--- config.mk ---
export PLATFORM = sky130hd
export DESIGN_NAME = tcc_timer
export DESIGN_NICKNAME = d
export VERILOG_FILES = /design/src/rtl/tcc_pkg.sv /design/src/rtl/tcc_timer.sv
export SDC_FILE = /design/constraint.sdc
export NUM_CORES = 1
export LEC_CHECK = 0
export BUFFER_PORTS_ARGS = -buffer_cell sky130_fd_sc_hd__buf_4
export CORE_MARGIN = 1
export CORE_UTILIZATION = 28
export DETAILED_ROUTE_END_ITERATION = 10
export SLEW_MARGIN = 30
export SYNTH_ARGS = -nofsm -noshare
export SYNTH_HDL_FRONTEND = slang
export SYNTH_SLANG_ARGS = --single-unit
--- constraint.sdc ---
create_clock -name mclk -period 2.5 [get_ports mclk]
set_input_delay 0.125 -clock mclk [delete_from_list [all_inputs] [get_ports mclk]]
set_output_delay 0.125 -clock mclk [all_outputs]
set_load 0.01 [all_outputs]
--- src/rtl/tcc_pkg.sv ---
// constants, encodings and carrier types of the 8-bit timer/counter with two compare channels
package tcc_pkg;

    localparam int unsigned ADDR_W       = 4;
    localparam int unsigned DATA_W       = 8;
    localparam int unsigned PRE_W_DEF    = 10;

    // register offsets
    localparam logic [3:0]  OFS_CTRL_A   = 4'h0;
    localparam logic [3:0]  OFS_CTRL_B   = 4'h1;
    localparam logic [3:0]  OFS_COUNT    = 4'h2;
    localparam logic [3:0]  OFS_CMP_A    = 4'h3;
    localparam logic [3:0]  OFS_CMP_B    = 4'h4;
    localparam logic [3:0]  OFS_FLAG     = 4'h5;
    localparam logic [3:0]  OFS_MASK     = 4'h6;
    localparam logic [3:0]  OFS_ASYNC    = 4'h7;
    localparam logic [3:0]  OFS_PORT     = 4'h8;

    // control register a fields
    localparam int unsigned CA_COM_A_LSB = 6;
    localparam int unsigned CA_COM_B_LSB = 4;
    localparam int unsigned CA_WGM_LSB   = 0;
    // control register b fields
    localparam int unsigned CB_FOC_A     = 7;
    localparam int unsigned CB_FOC_B     = 6;
    localparam int unsigned CB_WGM2      = 3;
    localparam int unsigned CB_CS_LSB    = 0;
    // flag and mask fields
    localparam int unsigned FL_OVF       = 0;
    localparam int unsigned FL_CMP_A     = 1;
    localparam int unsigned FL_CMP_B     = 2;
    // async status field
    localparam int unsigned AS_SEL       = 3;
    // port register fields: data in bits 1:0, direction in bits 5:4
    localparam int unsigned PT_DATA_LSB  = 0;
    localparam int unsigned PT_DIR_LSB   = 4;

    localparam logic [7:0]  RST_BYTE     = 8'h00;
    localparam logic [7:0]  CNT_BOTTOM   = 8'h00;
    localparam logic [7:0]  CNT_MAX      = 8'hFF;

    // prescaler tap bit for clock select codes 2 to 7 (divide 8, 32, 64, 128, 256, 1024)
    localparam int unsigned TAP_CS2      = 3;
    localparam int unsigned TAP_CS3      = 5;
    localparam int unsigned TAP_CS4      = 6;
    localparam int unsigned TAP_CS5      = 7;
    localparam int unsigned TAP_CS6      = 8;
    localparam int unsigned TAP_CS7      = 10;

    typedef enum logic [2:0] {
        WGM_NORMAL   = 3'b000,
        WGM_PC_MAX   = 3'b001,
        WGM_CTC      = 3'b010,
        WGM_FAST_MAX = 3'b011,
        WGM_RSV4     = 3'b100,
        WGM_PC_CMP   = 3'b101,
        WGM_RSV6     = 3'b110,
        WGM_FAST_CMP = 3'b111
    } tcc_wgm_t;

    typedef enum logic [1:0] {
        COM_OFF    = 2'b00,
        COM_TOGGLE = 2'b01,
        COM_CLEAR  = 2'b10,
        COM_SET    = 2'b11
    } tcc_com_t;

    typedef struct packed {
        logic [ADDR_W-1:0] addr;
        logic [DATA_W-1:0] wdata;
        logic              wr;
        logic              rd;
    } tcc_req_t;

    typedef struct packed {
        logic out;
        logic oe;
    } tcc_pin_t;

endpackage

--- src/rtl/tcc_timer.sv ---
// 8-bit timer/counter core with two compare channels, waveform pin override and register port
//
// Function
// - counter and both compare values are eight-bit registers.
// - every interrupt request has a flag and its own mask bit.
// - timer clock is the system clock unless async select picks the crystal.
// - clock select zero keeps the counter stopped.
// - each timer clock clears, increments or decrements by one, per mode.
// - cpu reads and writes counter anytime; its write beats count or clear.
// - bottom is 0x00, max 0xFF; top is max or compare a.
// - top and bottom indicators steer the waveform extreme cases.
// - three-bit waveform mode: two low bits in ctrl a, high bit in ctrl b.
// - comparators run always; match sets the flag on the next timer clock.
// - compare flag clears on service or by writing one.
// - pwm modes buffer compare values, loaded at top or bottom only.
// - cpu reaches the buffer when buffering, else the active compare value.
// - force strobe in non-pwm modes acts on the output, no flag, no clear.
// - counter write blocks matches in the next timer clock, even stopped.
// - waveform output register keeps its value across mode changes.
// - compare output mode bits act at once, unbuffered.
// - nonzero output mode puts the waveform on the pin; direction stays.
// - overflow flag sets at the mode's point and can interrupt.
// - output mode bits choose match action and pin ownership.
// - mode 0 counts up, wraps, overflow flag sets as count becomes zero.
// - mode 2 clears counter on compare a match.
// - modes 3 and 7 are fast pwm, top max or compare a.
// - output mode zero leaves the waveform register alone at matches.
`timescale 1ns/1ps
module tcc_timer
    import tcc_pkg::*;
#(
    parameter int unsigned PRE_W = tcc_pkg::PRE_W_DEF
) (
    input  wire logic                       mclk,
    input  wire logic                       rstn,
    input  wire logic                       ce,
    input  wire tcc_pkg::tcc_req_t          req,
    output      logic [tcc_pkg::DATA_W-1:0] rdata,
    input  wire logic [2:0]                 irq_ack,
    output      logic [2:0]                 irq_req,
    input  wire logic                       crystal_pin_in,
    output      logic                       crystal_pin_out,
    output      tcc_pkg::tcc_pin_t [1:0]    wave_pin
);
    import tcc_pkg::*;

    if (PRE_W < TAP_CS7) begin : g_chk
        $error("prescaler too narrow for the slowest tap");
    end

    // the read mux and the shadow layout assume eight-bit registers
    if (DATA_W != 8) begin : g_chk_data
        $error("register width must be eight bits");
    end

    // nine registers need at least four address bits
    if (ADDR_W < 4) begin : g_chk_addr
        $error("address too narrow for the register map");
    end

    // register state
    logic [1:0]       com_q [2];
    logic [1:0]       com_d [2];
    logic [7:0]       cmp_q [2];
    logic [7:0]       cmp_d [2];
    logic [7:0]       buf_q [2];
    logic [7:0]       buf_d [2];
    logic [1:0]       oc_q, oc_d;
    logic [2:0]       wgm_q, wgm_d;
    logic [2:0]       cs_q, cs_d;
    logic [7:0]       cnt_q, cnt_d;
    logic             down_q, down_d;
    logic             blk_q, blk_d;
    logic [2:0]       flag_q, flag_d;
    logic [2:0]       mask_q, mask_d;
    logic             as_q, as_d;
    logic [1:0]       pdat_q, pdat_d;
    logic [1:0]       pdir_q, pdir_d;
    logic [PRE_W-1:0] pre_q, pre_d;
    logic             xs1_q, xs2_q, xs3_q;
    logic             xout_d, xout_q;
    logic [7:0]       rdata_d, rdata_q;
    logic [2:0]       irq_d, irq_q;
    tcc_pin_t [1:0]   pin_d, pin_q;

    // decode
    logic             src_tick, tick, pwm, pc, at_top, at_bot;
    logic             hit_ca, hit_cb, hit_cnt, hit_flag;
    logic [7:0]       top_val;
    logic [1:0]       match, fire;
    logic [2:0]       fset, fclr;
    tcc_wgm_t         mode;

    function automatic logic hit(input tcc_req_t r, input logic [3:0] ofs);
        return r.wr && (r.addr == ofs);
    endfunction

    function automatic logic tap(input logic [2:0] cs, input logic [PRE_W-1:0] p);
        unique case (cs)
            3'd1:    tap = 1'b1;
            3'd2:    tap = &p[TAP_CS2-1:0];
            3'd3:    tap = &p[TAP_CS3-1:0];
            3'd4:    tap = &p[TAP_CS4-1:0];
            3'd5:    tap = &p[TAP_CS5-1:0];
            3'd6:    tap = &p[TAP_CS6-1:0];
            3'd7:    tap = &p[TAP_CS7-1:0];
            default: tap = 1'b0;
        endcase
    endfunction

    always_comb begin
        mode     = tcc_wgm_t'(wgm_q);
        pwm      = wgm_q[0];
        pc       = (mode == WGM_PC_MAX) || (mode == WGM_PC_CMP);
        top_val  = (mode == WGM_CTC || mode == WGM_PC_CMP || mode == WGM_FAST_CMP) ? cmp_q[0] : CNT_MAX;
        at_top   = (cnt_q == top_val);
        at_bot   = (cnt_q == CNT_BOTTOM);
        // only the second stage follows the first, so no other logic sees the first stage
        src_tick = as_q ? (xs2_q & ~xs3_q) : 1'b1;
        tick     = src_tick && tap(cs_q, pre_q);
        hit_ca   = hit(req, OFS_CTRL_A);
        hit_cb   = hit(req, OFS_CTRL_B);
        hit_cnt  = hit(req, OFS_COUNT);
        hit_flag = hit(req, OFS_FLAG);
        for (int i = 0; i < 2; i++) begin
            match[i] = (cnt_q == cmp_q[i]) && !blk_q;
            fire[i]  = match[i] && tick;
        end

        com_d  = com_q;
        cmp_d  = cmp_q;
        buf_d  = buf_q;
        oc_d   = oc_q;
        wgm_d  = wgm_q;
        cs_d   = cs_q;
        cnt_d  = cnt_q;
        down_d = down_q;
        blk_d  = blk_q;
        mask_d = mask_q;
        as_d   = as_q;
        pdat_d = pdat_q;
        pdir_d = pdir_q;
        pre_d  = src_tick ? pre_q + 1'b1 : pre_q;
        fset   = 3'b000;

        // counter sequence
        if (tick) begin
            blk_d = 1'b0;
            if (pc) begin
                if (!down_q && at_top) begin
                    down_d = 1'b1;
                    cnt_d  = cnt_q - 1'b1;
                end else if (down_q && at_bot) begin
                    down_d     = 1'b0;
                    cnt_d      = cnt_q + 1'b1;
                    fset[FL_OVF] = 1'b1;
                end else begin
                    cnt_d = down_q ? cnt_q - 1'b1 : cnt_q + 1'b1;
                end
            end else begin
                down_d = 1'b0;
                if (at_top) begin
                    cnt_d = CNT_BOTTOM;
                end else begin
                    cnt_d = cnt_q + 1'b1;
                end
                // ctc overflows only on the pass from max, other single-slope modes at top
                if (mode == WGM_CTC ? cnt_q == CNT_MAX : at_top) begin
                    fset[FL_OVF] = 1'b1;
                end
            end
            fset[FL_CMP_A] = match[0];
            fset[FL_CMP_B] = match[1];
            // double buffer load: fast pwm at bottom, phase correct at top
            if (pwm && at_top && (pc ? !down_q : 1'b1)) begin
                cmp_d = buf_q;
            end
        end
        if (hit_cnt) begin
            cnt_d = req.wdata;
            blk_d = 1'b1;
        end

        // waveform registers
        for (int i = 0; i < 2; i++) begin
            unique case (tcc_com_t'(com_q[i]))
                COM_TOGGLE: begin
                    if (fire[i] && (!pwm || (i == 0 && mode == WGM_FAST_CMP))) begin
                        oc_d[i] = ~oc_q[i];
                    end
                end
                COM_CLEAR, COM_SET: begin
                    if (fire[i]) begin
                        oc_d[i] = (pwm && pc && down_q) ? !com_q[i][0] : com_q[i][0];
                    end
                    if (pwm && !pc && tick && at_top) begin
                        oc_d[i] = !com_q[i][0];
                    end
                end
                COM_OFF: ;
            endcase
        end
        if (hit_cb && !pwm) begin
            for (int i = 0; i < 2; i++) begin
                if (req.wdata[CB_FOC_A - i]) begin
                    unique case (tcc_com_t'(com_q[i]))
                        COM_TOGGLE: oc_d[i] = ~oc_q[i];
                        COM_CLEAR:  oc_d[i] = 1'b0;
                        COM_SET:    oc_d[i] = 1'b1;
                        COM_OFF:    ;
                    endcase
                end
            end
        end

        // register writes
        if (hit_ca) begin
            com_d[0]   = req.wdata[CA_COM_A_LSB +: 2];
            com_d[1]   = req.wdata[CA_COM_B_LSB +: 2];
            wgm_d[1:0] = req.wdata[CA_WGM_LSB +: 2];
        end
        if (hit_cb) begin
            wgm_d[2] = req.wdata[CB_WGM2];
            cs_d     = req.wdata[CB_CS_LSB +: 3];
        end
        for (int i = 0; i < 2; i++) begin
            if (hit(req, i == 0 ? OFS_CMP_A : OFS_CMP_B)) begin
                buf_d[i] = req.wdata;
                if (!pwm) begin
                    cmp_d[i] = req.wdata;
                end
            end
        end
        if (hit(req, OFS_MASK)) begin
            mask_d = req.wdata[2:0];
        end
        if (hit(req, OFS_ASYNC)) begin
            as_d = req.wdata[AS_SEL];
        end
        if (hit(req, OFS_PORT)) begin
            pdat_d = req.wdata[PT_DATA_LSB +: 2];
            pdir_d = req.wdata[PT_DIR_LSB +: 2];
        end

        // flags: hardware set wins over a clear in the same cycle
        fclr   = irq_ack | (hit_flag ? req.wdata[2:0] : 3'b000);
        flag_d = (flag_q & ~fclr) | fset;
        irq_d  = flag_q & mask_q;

        // pin override: direction always from the port direction bit
        for (int i = 0; i < 2; i++) begin
            pin_d[i].out = (com_q[i] != COM_OFF) ? oc_q[i] : pdat_q[i];
            pin_d[i].oe  = pdir_q[i];
        end
        xout_d = as_q & ~xs2_q;

        // read data stands only in the cycle after the strobe
        rdata_d = 8'h00;
        if (req.rd) begin
            unique case (req.addr)
                OFS_CTRL_A: rdata_d = {com_q[0], com_q[1], 2'b00, wgm_q[1:0]};
                OFS_CTRL_B: rdata_d = {4'h0, wgm_q[2], cs_q};
                OFS_COUNT:  rdata_d = cnt_q;
                OFS_CMP_A:  rdata_d = pwm ? buf_q[0] : cmp_q[0];
                OFS_CMP_B:  rdata_d = pwm ? buf_q[1] : cmp_q[1];
                OFS_FLAG:   rdata_d = {5'h00, flag_q};
                OFS_MASK:   rdata_d = {5'h00, mask_q};
                OFS_ASYNC:  rdata_d = {4'h0, as_q, 3'b000};
                OFS_PORT:   rdata_d = {2'b00, pdir_q, 2'b00, pdat_q};
                default:    rdata_d = 8'h00;
            endcase
        end
    end

    // software-visible control state
    always_ff @(posedge mclk or negedge rstn) begin
        if (!rstn) begin
            com_q   <= '{2'b00, 2'b00};
            cmp_q   <= '{RST_BYTE, RST_BYTE};
            buf_q   <= '{RST_BYTE, RST_BYTE};
            wgm_q   <= 3'b000;
            cs_q    <= 3'b000;
            mask_q  <= 3'b000;
            as_q    <= 1'b0;
            pdat_q  <= 2'b00;
            pdir_q  <= 2'b00;
        end else if (ce) begin
            com_q   <= com_d;
            cmp_q   <= cmp_d;
            buf_q   <= buf_d;
            wgm_q   <= wgm_d;
            cs_q    <= cs_d;
            mask_q  <= mask_d;
            as_q    <= as_d;
            pdat_q  <= pdat_d;
            pdir_q  <= pdir_d;
        end
    end

    // counting state, flags and waveform registers
    always_ff @(posedge mclk or negedge rstn) begin
        if (!rstn) begin
            oc_q    <= 2'b00;
            cnt_q   <= RST_BYTE;
            down_q  <= 1'b0;
            blk_q   <= 1'b0;
            flag_q  <= 3'b000;
            pre_q   <= '0;
        end else if (ce) begin
            oc_q    <= oc_d;
            cnt_q   <= cnt_d;
            down_q  <= down_d;
            blk_q   <= blk_d;
            flag_q  <= flag_d;
            pre_q   <= pre_d;
        end
    end

    // crystal synchroniser: a frozen clock enable also freezes it, so a crystal pulse that falls wholly inside the freeze is lost
    always_ff @(posedge mclk or negedge rstn) begin
        if (!rstn) begin
            xs1_q   <= 1'b0;
            xs2_q   <= 1'b0;
            xs3_q   <= 1'b0;
        end else if (ce) begin
            xs1_q   <= crystal_pin_in;
            xs2_q   <= xs1_q;
            xs3_q   <= xs2_q;
        end
    end

    // output registers, so every port comes straight from a flip-flop
    always_ff @(posedge mclk or negedge rstn) begin
        if (!rstn) begin
            xout_q  <= 1'b0;
            rdata_q <= RST_BYTE;
            irq_q   <= 3'b000;
            pin_q   <= '0;
        end else if (ce) begin
            xout_q  <= xout_d;
            rdata_q <= rdata_d;
            irq_q   <= irq_d;
            pin_q   <= pin_d;
        end
    end

    assign rdata           = rdata_q;
    assign irq_req         = irq_q;
    assign crystal_pin_out = xout_q;
    assign wave_pin        = pin_q;

endmodule

Word-level counts from Yosys, hierarchy flattened
Index checks and enable logic that the tools add are counted.

word-level totals
  register bits after elaboration = 94
  logic and storage cells = 182

operators by class
  add/sub/neg operators = 3
  eq/ne operators = 30
  muxes and demuxes = 50
  bitwise operators = 11
  reduce and logical (&&, ||, !) cells = 59

operators by type and width
  kind                                                                   number
  8-bit two-way mux                                                      15
  8-bit case mux with 9 select lines                                     1
  16-bit two-way mux                                                     2
  1-bit logical AND                                                      26
  8-bit equality test                                                    3
  1-bit two-way mux                                                      24
  3-bit equality test, second input constant                             6
  2-bit AND reduction                                                    9
  4-bit by 3-bit equality test with 1-bit output, second input constant  4
  10-bit by 1-bit adder with 10-bit output, second input constant        1
  10-bit AND reduction                                                   1
  3-bit by 2-bit equality test with 1-bit output, second input constant  3
  8-bit by 1-bit adder with 8-bit output, second input constant          1
  2-bit equality test, second input constant                             4
  4-bit by 2-bit equality test with 1-bit output, second input constant  2
  8-bit equality test, second input constant                             1
  8-bit zero test                                                        1
  8-bit AND reduction                                                    1
  8-bit by 1-bit subtractor with 8-bit output, second input constant     1
  1-bit case mux with 7 select lines                                     1
  7-bit AND reduction                                                    1
  3-bit AND                                                              2
  3-bit by 1-bit equality test with 1-bit output, second input constant  2
  1-bit zero test                                                        6
  other kinds (19)                                                       35

Longest topological paths before layout
  word-level depth = 11
  mapped depth = 9
  gate-level depth less buffers = 9

Least setup slack after synthesis
Ideal clock, no wire load.

  kind = register to register
  start point = register pre_q[0]
  end point = register oc_q[0]
  library setup time = 0.126 ns
  arrival = 2.341 ns
  path slack = 0.033 ns
  cell stages (with the launch flop) = 9
  path buffers = 0
  clock period less this slack = 2.467 ns
  path through = dfrtp_1 -> ha_1 -> nand4_1 -> o211ai_1 -> o211ai_2 -> nand4b_1 -> a211oi_1 -> mux2_2 -> a221o_1

between the ends
  cells in the longest elaborated chain, start to end = 10

ends and longest elaborated chain
  what                                                RTL line                            RTL
  from (decl)                                         tcc_timer.sv:79                     logic [PRE_W-1:0] pre_q, pre_d;
  from (signal assigned)                              tcc_timer.sv:315                    pre_q <= pre_d;
  10-bit AND reduction, or another cell as far along  tcc_timer.sv:106                    3'd7: tap = &p[TAP_CS7-1:0];
  1-bit case mux with 7 select lines *                tcc_timer.sv:99                     unique case (cs)
  1-bit logical AND *                                 tcc_timer.sv:120                    tick = src_tick && tap(cs_q, pre_q);
  1-bit logical AND, on equally long branches         tcc_timer.sv:127, tcc_timer.sv:196
  1-bit two-way mux, or another cell as far along     tcc_timer.sv:193                    if (fire[i]) begin
  1-bit two-way mux, on equally long branches         tcc_timer.sv:196, tcc_timer.sv:188
  1-bit case mux with 2 select lines *                tcc_timer.sv:186                    unique case (tcc_com_t'(com_q[i]))
  1-bit case mux with 3 select lines                  tcc_timer.sv:206                    unique case (tcc_com_t'(com_q[i]))
  1-bit two-way mux                                   tcc_timer.sv:205                    if (req.wdata[CB_FOC_A - i]) begin
  2-bit two-way mux *                                 tcc_timer.sv:203                    if (hit_cb && !pwm) begin
  to (signal assigned)                                tcc_timer.sv:303                    oc_q <= 2'b00;
  to (signal assigned)                                tcc_timer.sv:310                    oc_q <= oc_d;
  to (decl)                                           tcc_timer.sv:68                     logic [1:0] oc_q, oc_d;

Every way passes the cells marked *; elsewhere a longest branch is shown, timed or not.
A chain may end at the register's enable or synchronous reset.

Worst setup path after layout
Same ends and word-level chain as after synthesis.

==> results.sh <==
export IMPL_seqPwrFrac_pct=39.7
export IMPL_synth_top_flop_cell="dfrtp_1"
export IMPL_path_class="flip-flop to flip-flop"
export IMPL_leakage_nw=2.88
export IMPL_drtPass1Iterations=5
export IMPL_critical_path_top_delay_family="compound AO/OA/AOI/OAI gates"
export IMPL_dp_cells=890
export IMPL_pre_cts_ws_ns=-0.00739
export IMPL_tritoncts="yes"
export IMPL_ant_nets=0
export IMPL_grt_pass1_wl_mm=26.8
export IMPL_dieWidth_um=143
export IMPL_worst_endpoint_required_ns=2.74
export IMPL_p_comb_share_pct=35.4
export IMPL_drv_cap=0
export IMPL_layout_min_cycle_time_ns=2.43
export IMPL_clockBufferDepth=2
export IMPL_yosys_cell_types_count=73
export IMPL_crit_fanout=3
export IMPL_finalSetupViolCount=0
export IMPL_num_fill_cells=1986
export IMPL_cts_buffers=9
export IMPL_vdd_drop_max_mv=0.431
export IMPL_crit_arrival_ns=2.67
export IMPL_yosysTopAreaCell="dfrtp_1"
export IMPL_fin_util_pct=34.8
export IMPL_cellPowerDensity_nw_per_um2=811
export IMPL_fin_skew_ns=0.00657
export IMPL_fmax_mhz=411
export IMPL_area_growth_pct=22.2
export IMPL_max_stage_delay_ns=0.39
export IMPL_design_area_um2=6780
export IMPL_clkTransAtPathRegs_ns=0.07
export IMPL_grt_util_all_layers_pct=17.4
export IMPL_port_buffers=36
export IMPL_async_reset_ff_share_pct=100
export IMPL_yosysMostFrequentCell="dfrtp_1"
export IMPL_netlist_area_um2=5550
export IMPL_avgRoutedWirePerCell_um=18.5
export IMPL_ys_ff_latch=94
export IMPL_yosysSeqAreaShare_pct=42.4
export IMPL_worst_path_max_delay_cell="dfrtp_1"
export IMPL_p_sw_w=0.00203
export IMPL_synth_cells=571
export IMPL_ios=37
export IMPL_cts_sinks=94
export IMPL_drc_errors=0
export IMPL_grt_pass1_vias=4664
export IMPL_drive_above_1_share_pct=26.7
export IMPL_synthTopCellsByArea="dfrtp_1 (42%), mux2_2 (8.3%), nand2_1 (3.7%)"
export IMPL_crit_chain="ha_2 > nand4_1 > o211ai_1 > o211ai_2 > nand4b_1 > a211oi_2 > mux2_2 > a221o_1"
export IMPL_drv_slew=0
export IMPL_clock_latency_ns=0.35
export IMPL_die_area_um2=20400
export IMPL_die_h_um=143
export IMPL_row_count=51
export IMPL_hold_path_class="input port to flip-flop"
export IMPL_fin_ws_ns=0.0680
export IMPL_core_area_um2=19500
export IMPL_syn_nets=596
export IMPL_vias=4822
export IMPL_routed_wl_mm=16.9
export IMPL_ys_warn_count=0
export IMPL_clkPwrFrac_pct=24.9
export IMPL_syn_area_per_cell_um2=9.72
export IMPL_num_antenna_cells=0
export IMPL_htreeDepth=3
export IMPL_synth_edf_count=0
export IMPL_initial_core_util_pct=28.5
export IMPL_hold_violations=0
export IMPL_finalCritPeriodShare_pct=97.3
export IMPL_dpl_cell_area_um2=6390
export IMPL_start_kind="flip-flop"
export IMPL_rsz0062_at_grt="true"
export IMPL_worst_path_buf_inv=0
export IMPL_switching_share_pct=36.9
export IMPL_status="completed"
export IMPL_gp_congestion=0.905
export IMPL_cts_root_buf="clkbuf_16"
export IMPL_synth_top_area_share_pct=42.4
export IMPL_grt_overflow_total=0
export IMPL_end_kind="flip-flop"
export IMPL_drt_iter0_drc=395
export IMPL_nets=667
export IMPL_grt_antenna_before_repair=0
export IMPL_dp_hpwl_mm=12.3
export IMPL_max_slew_margin_rel_pct=52.6
export IMPL_p_int_w=0.00347
export IMPL_grt_max_degree=51
export IMPL_worst_slew_pin_slew_ns=0.711
export IMPL_finalPower_w=0.00550
export IMPL_final_cells=912
export IMPL_ys_top_cells_by_count="dfrtp_1 (94), nand2_1 (55), mux2_2 (41)"
export IMPL_vias_per_cell=5.29
[power by group through the flow]
stage | Sequential (W) | Combinational, W | Clock, W
2_1_floorplan | 0.00207 | 0.00134 | 0
3_3_place_gp | 0.00220 | 0.00188 | 0
3_5_place_dp | 0.00219 | 0.00188 | 0
4_1_cts | 0.00217 | 0.00190 | 0.00141
5_1_grt | 0.00222 | 0.00212 | 0.00146
6_report | 0.00218 | 0.00195 | 0.00137
[registers in the layout, indices dropped and copies added (netlist names), 2 cells and up]
| name | cells |
|---|---|
| buf_q | 16 |
| cmp_q | 16 |
| cnt_q | 8 |
| com_q | 4 |
| cs_q | 3 |
| flag_q | 3 |
| irq_req | 3 |
| mask_q | 3 |
| mode | 3 |
| oc_q | 2 |
| pdat_q | 2 |
| pdir_q | 2 |
| pre_q | 10 |
| rdata | 8 |
| wave_pin | 4 |
[logic make-up after synthesis]
group,Yosys count,share of synthesized area [%]
simple gates,187,18.0
compound gates,146,19.2
flops,94,42.4
buf+inv,61,4.80
mux,55,10.8
xor+xnor,24,3.79
fa+ha+maj,4,0.902
[worst reg2reg max path: stages (launching register included)]
cell	delay [ns]
dfrtp_1	0.39
ha_2	0.20
nand4_1	0.15
o211ai_1	0.27
o211ai_2	0.18
nand4b_1	0.27
a211oi_2	0.19
mux2_2	0.35
a221o_1	0.32
[metrics by stage]
| step | TNS (ns) | hold WS, ns |
|---|---|---|
| 6_report | 0 | 0.0939 |
| 2_1_floorplan | 0 | -0.171 |
| 3_5_place_dp | -0.00739 | 0.240 |
| 5_1_grt | -0.0627 | 0.103 |
| 3_3_place_gp | 0 | 0.236 |
| 4_1_cts | 0 | 0.0813 |
[worst paths after layout]
path | start | end | slack [ns] | cells after the start
worst max-delay path | pre_q[0]$_DFFE_PN0P_ | oc_q[0]$_DFFE_PN0P_ | 0.07 | 8
worst min-delay path | req[9] | com_q[3]$_DFFE_PN0P_ | 0.09 | 2
worst max register to register | pre_q[0]$_DFFE_PN0P_ | oc_q[0]$_DFFE_PN0P_ | 0.07 | 8
worst min register to register | xs1_q$_DFFE_PN0P_ | xs2_q$_DFFE_PN0P_ | 0.48 | 2
max in group asynchronous | rstn | buf_q[6]$_DFFE_PN0P_ | 1.37 | 3
min in group asynchronous | rstn | wave_pin[3]$_DFFE_PN0P_ | 0.37 | 2
[cells in the final DEF, fill, tap and decap left out, types with 20 or more instances in the layout]
| cell type | n |
|---|---|
| a21oi_1 | 20 |
| buf_4 | 91 |
| dfrtp_1 | 94 |
| inv_1 | 24 |
| mux2_2 | 41 |
| nand2_1 | 55 |
| nor2_1 | 30 |
| o21ai_0 | 22 |
[per-layer routing]
layer	track usage, %	vias to the layer above	share of wire [%]
met5	0	-	0
met4	6.40	0	2.8
met3	3.39	30	4.7
met2	26.2	159	45
met1	24.5	2370	48
li1	-	2263	-
[repair_timing]
item	4_1_cts	5_1_grt
hold buffers	2	0
endpoints found under the hold margin	49	0
pin swaps	0	7
resized for setup	1	9
setup endpoints to repair	1	17
buffers inserted	0	4
[area by class of cell]
| cell class | instances | area, um^2 | share of cell area [%] |
|---|---|---|---|
| Inverter | 25 | 93.8 | 1.38 |
| Tap cell | 265 | 332 | 4.89 |
| Sequential cell | 94 | 2350 | 34.7 |
| Timing Repair Buffer | 96 | 746 | 11.0 |
| Clock inverter | 6 | 51.3 | 0.757 |
| Multi-Input combinational cell | 416 | 2970 | 43.7 |
| Clock buffer | 10 | 239 | 3.53 |
No activity file was read; power rests on OpenSTA's default activity.
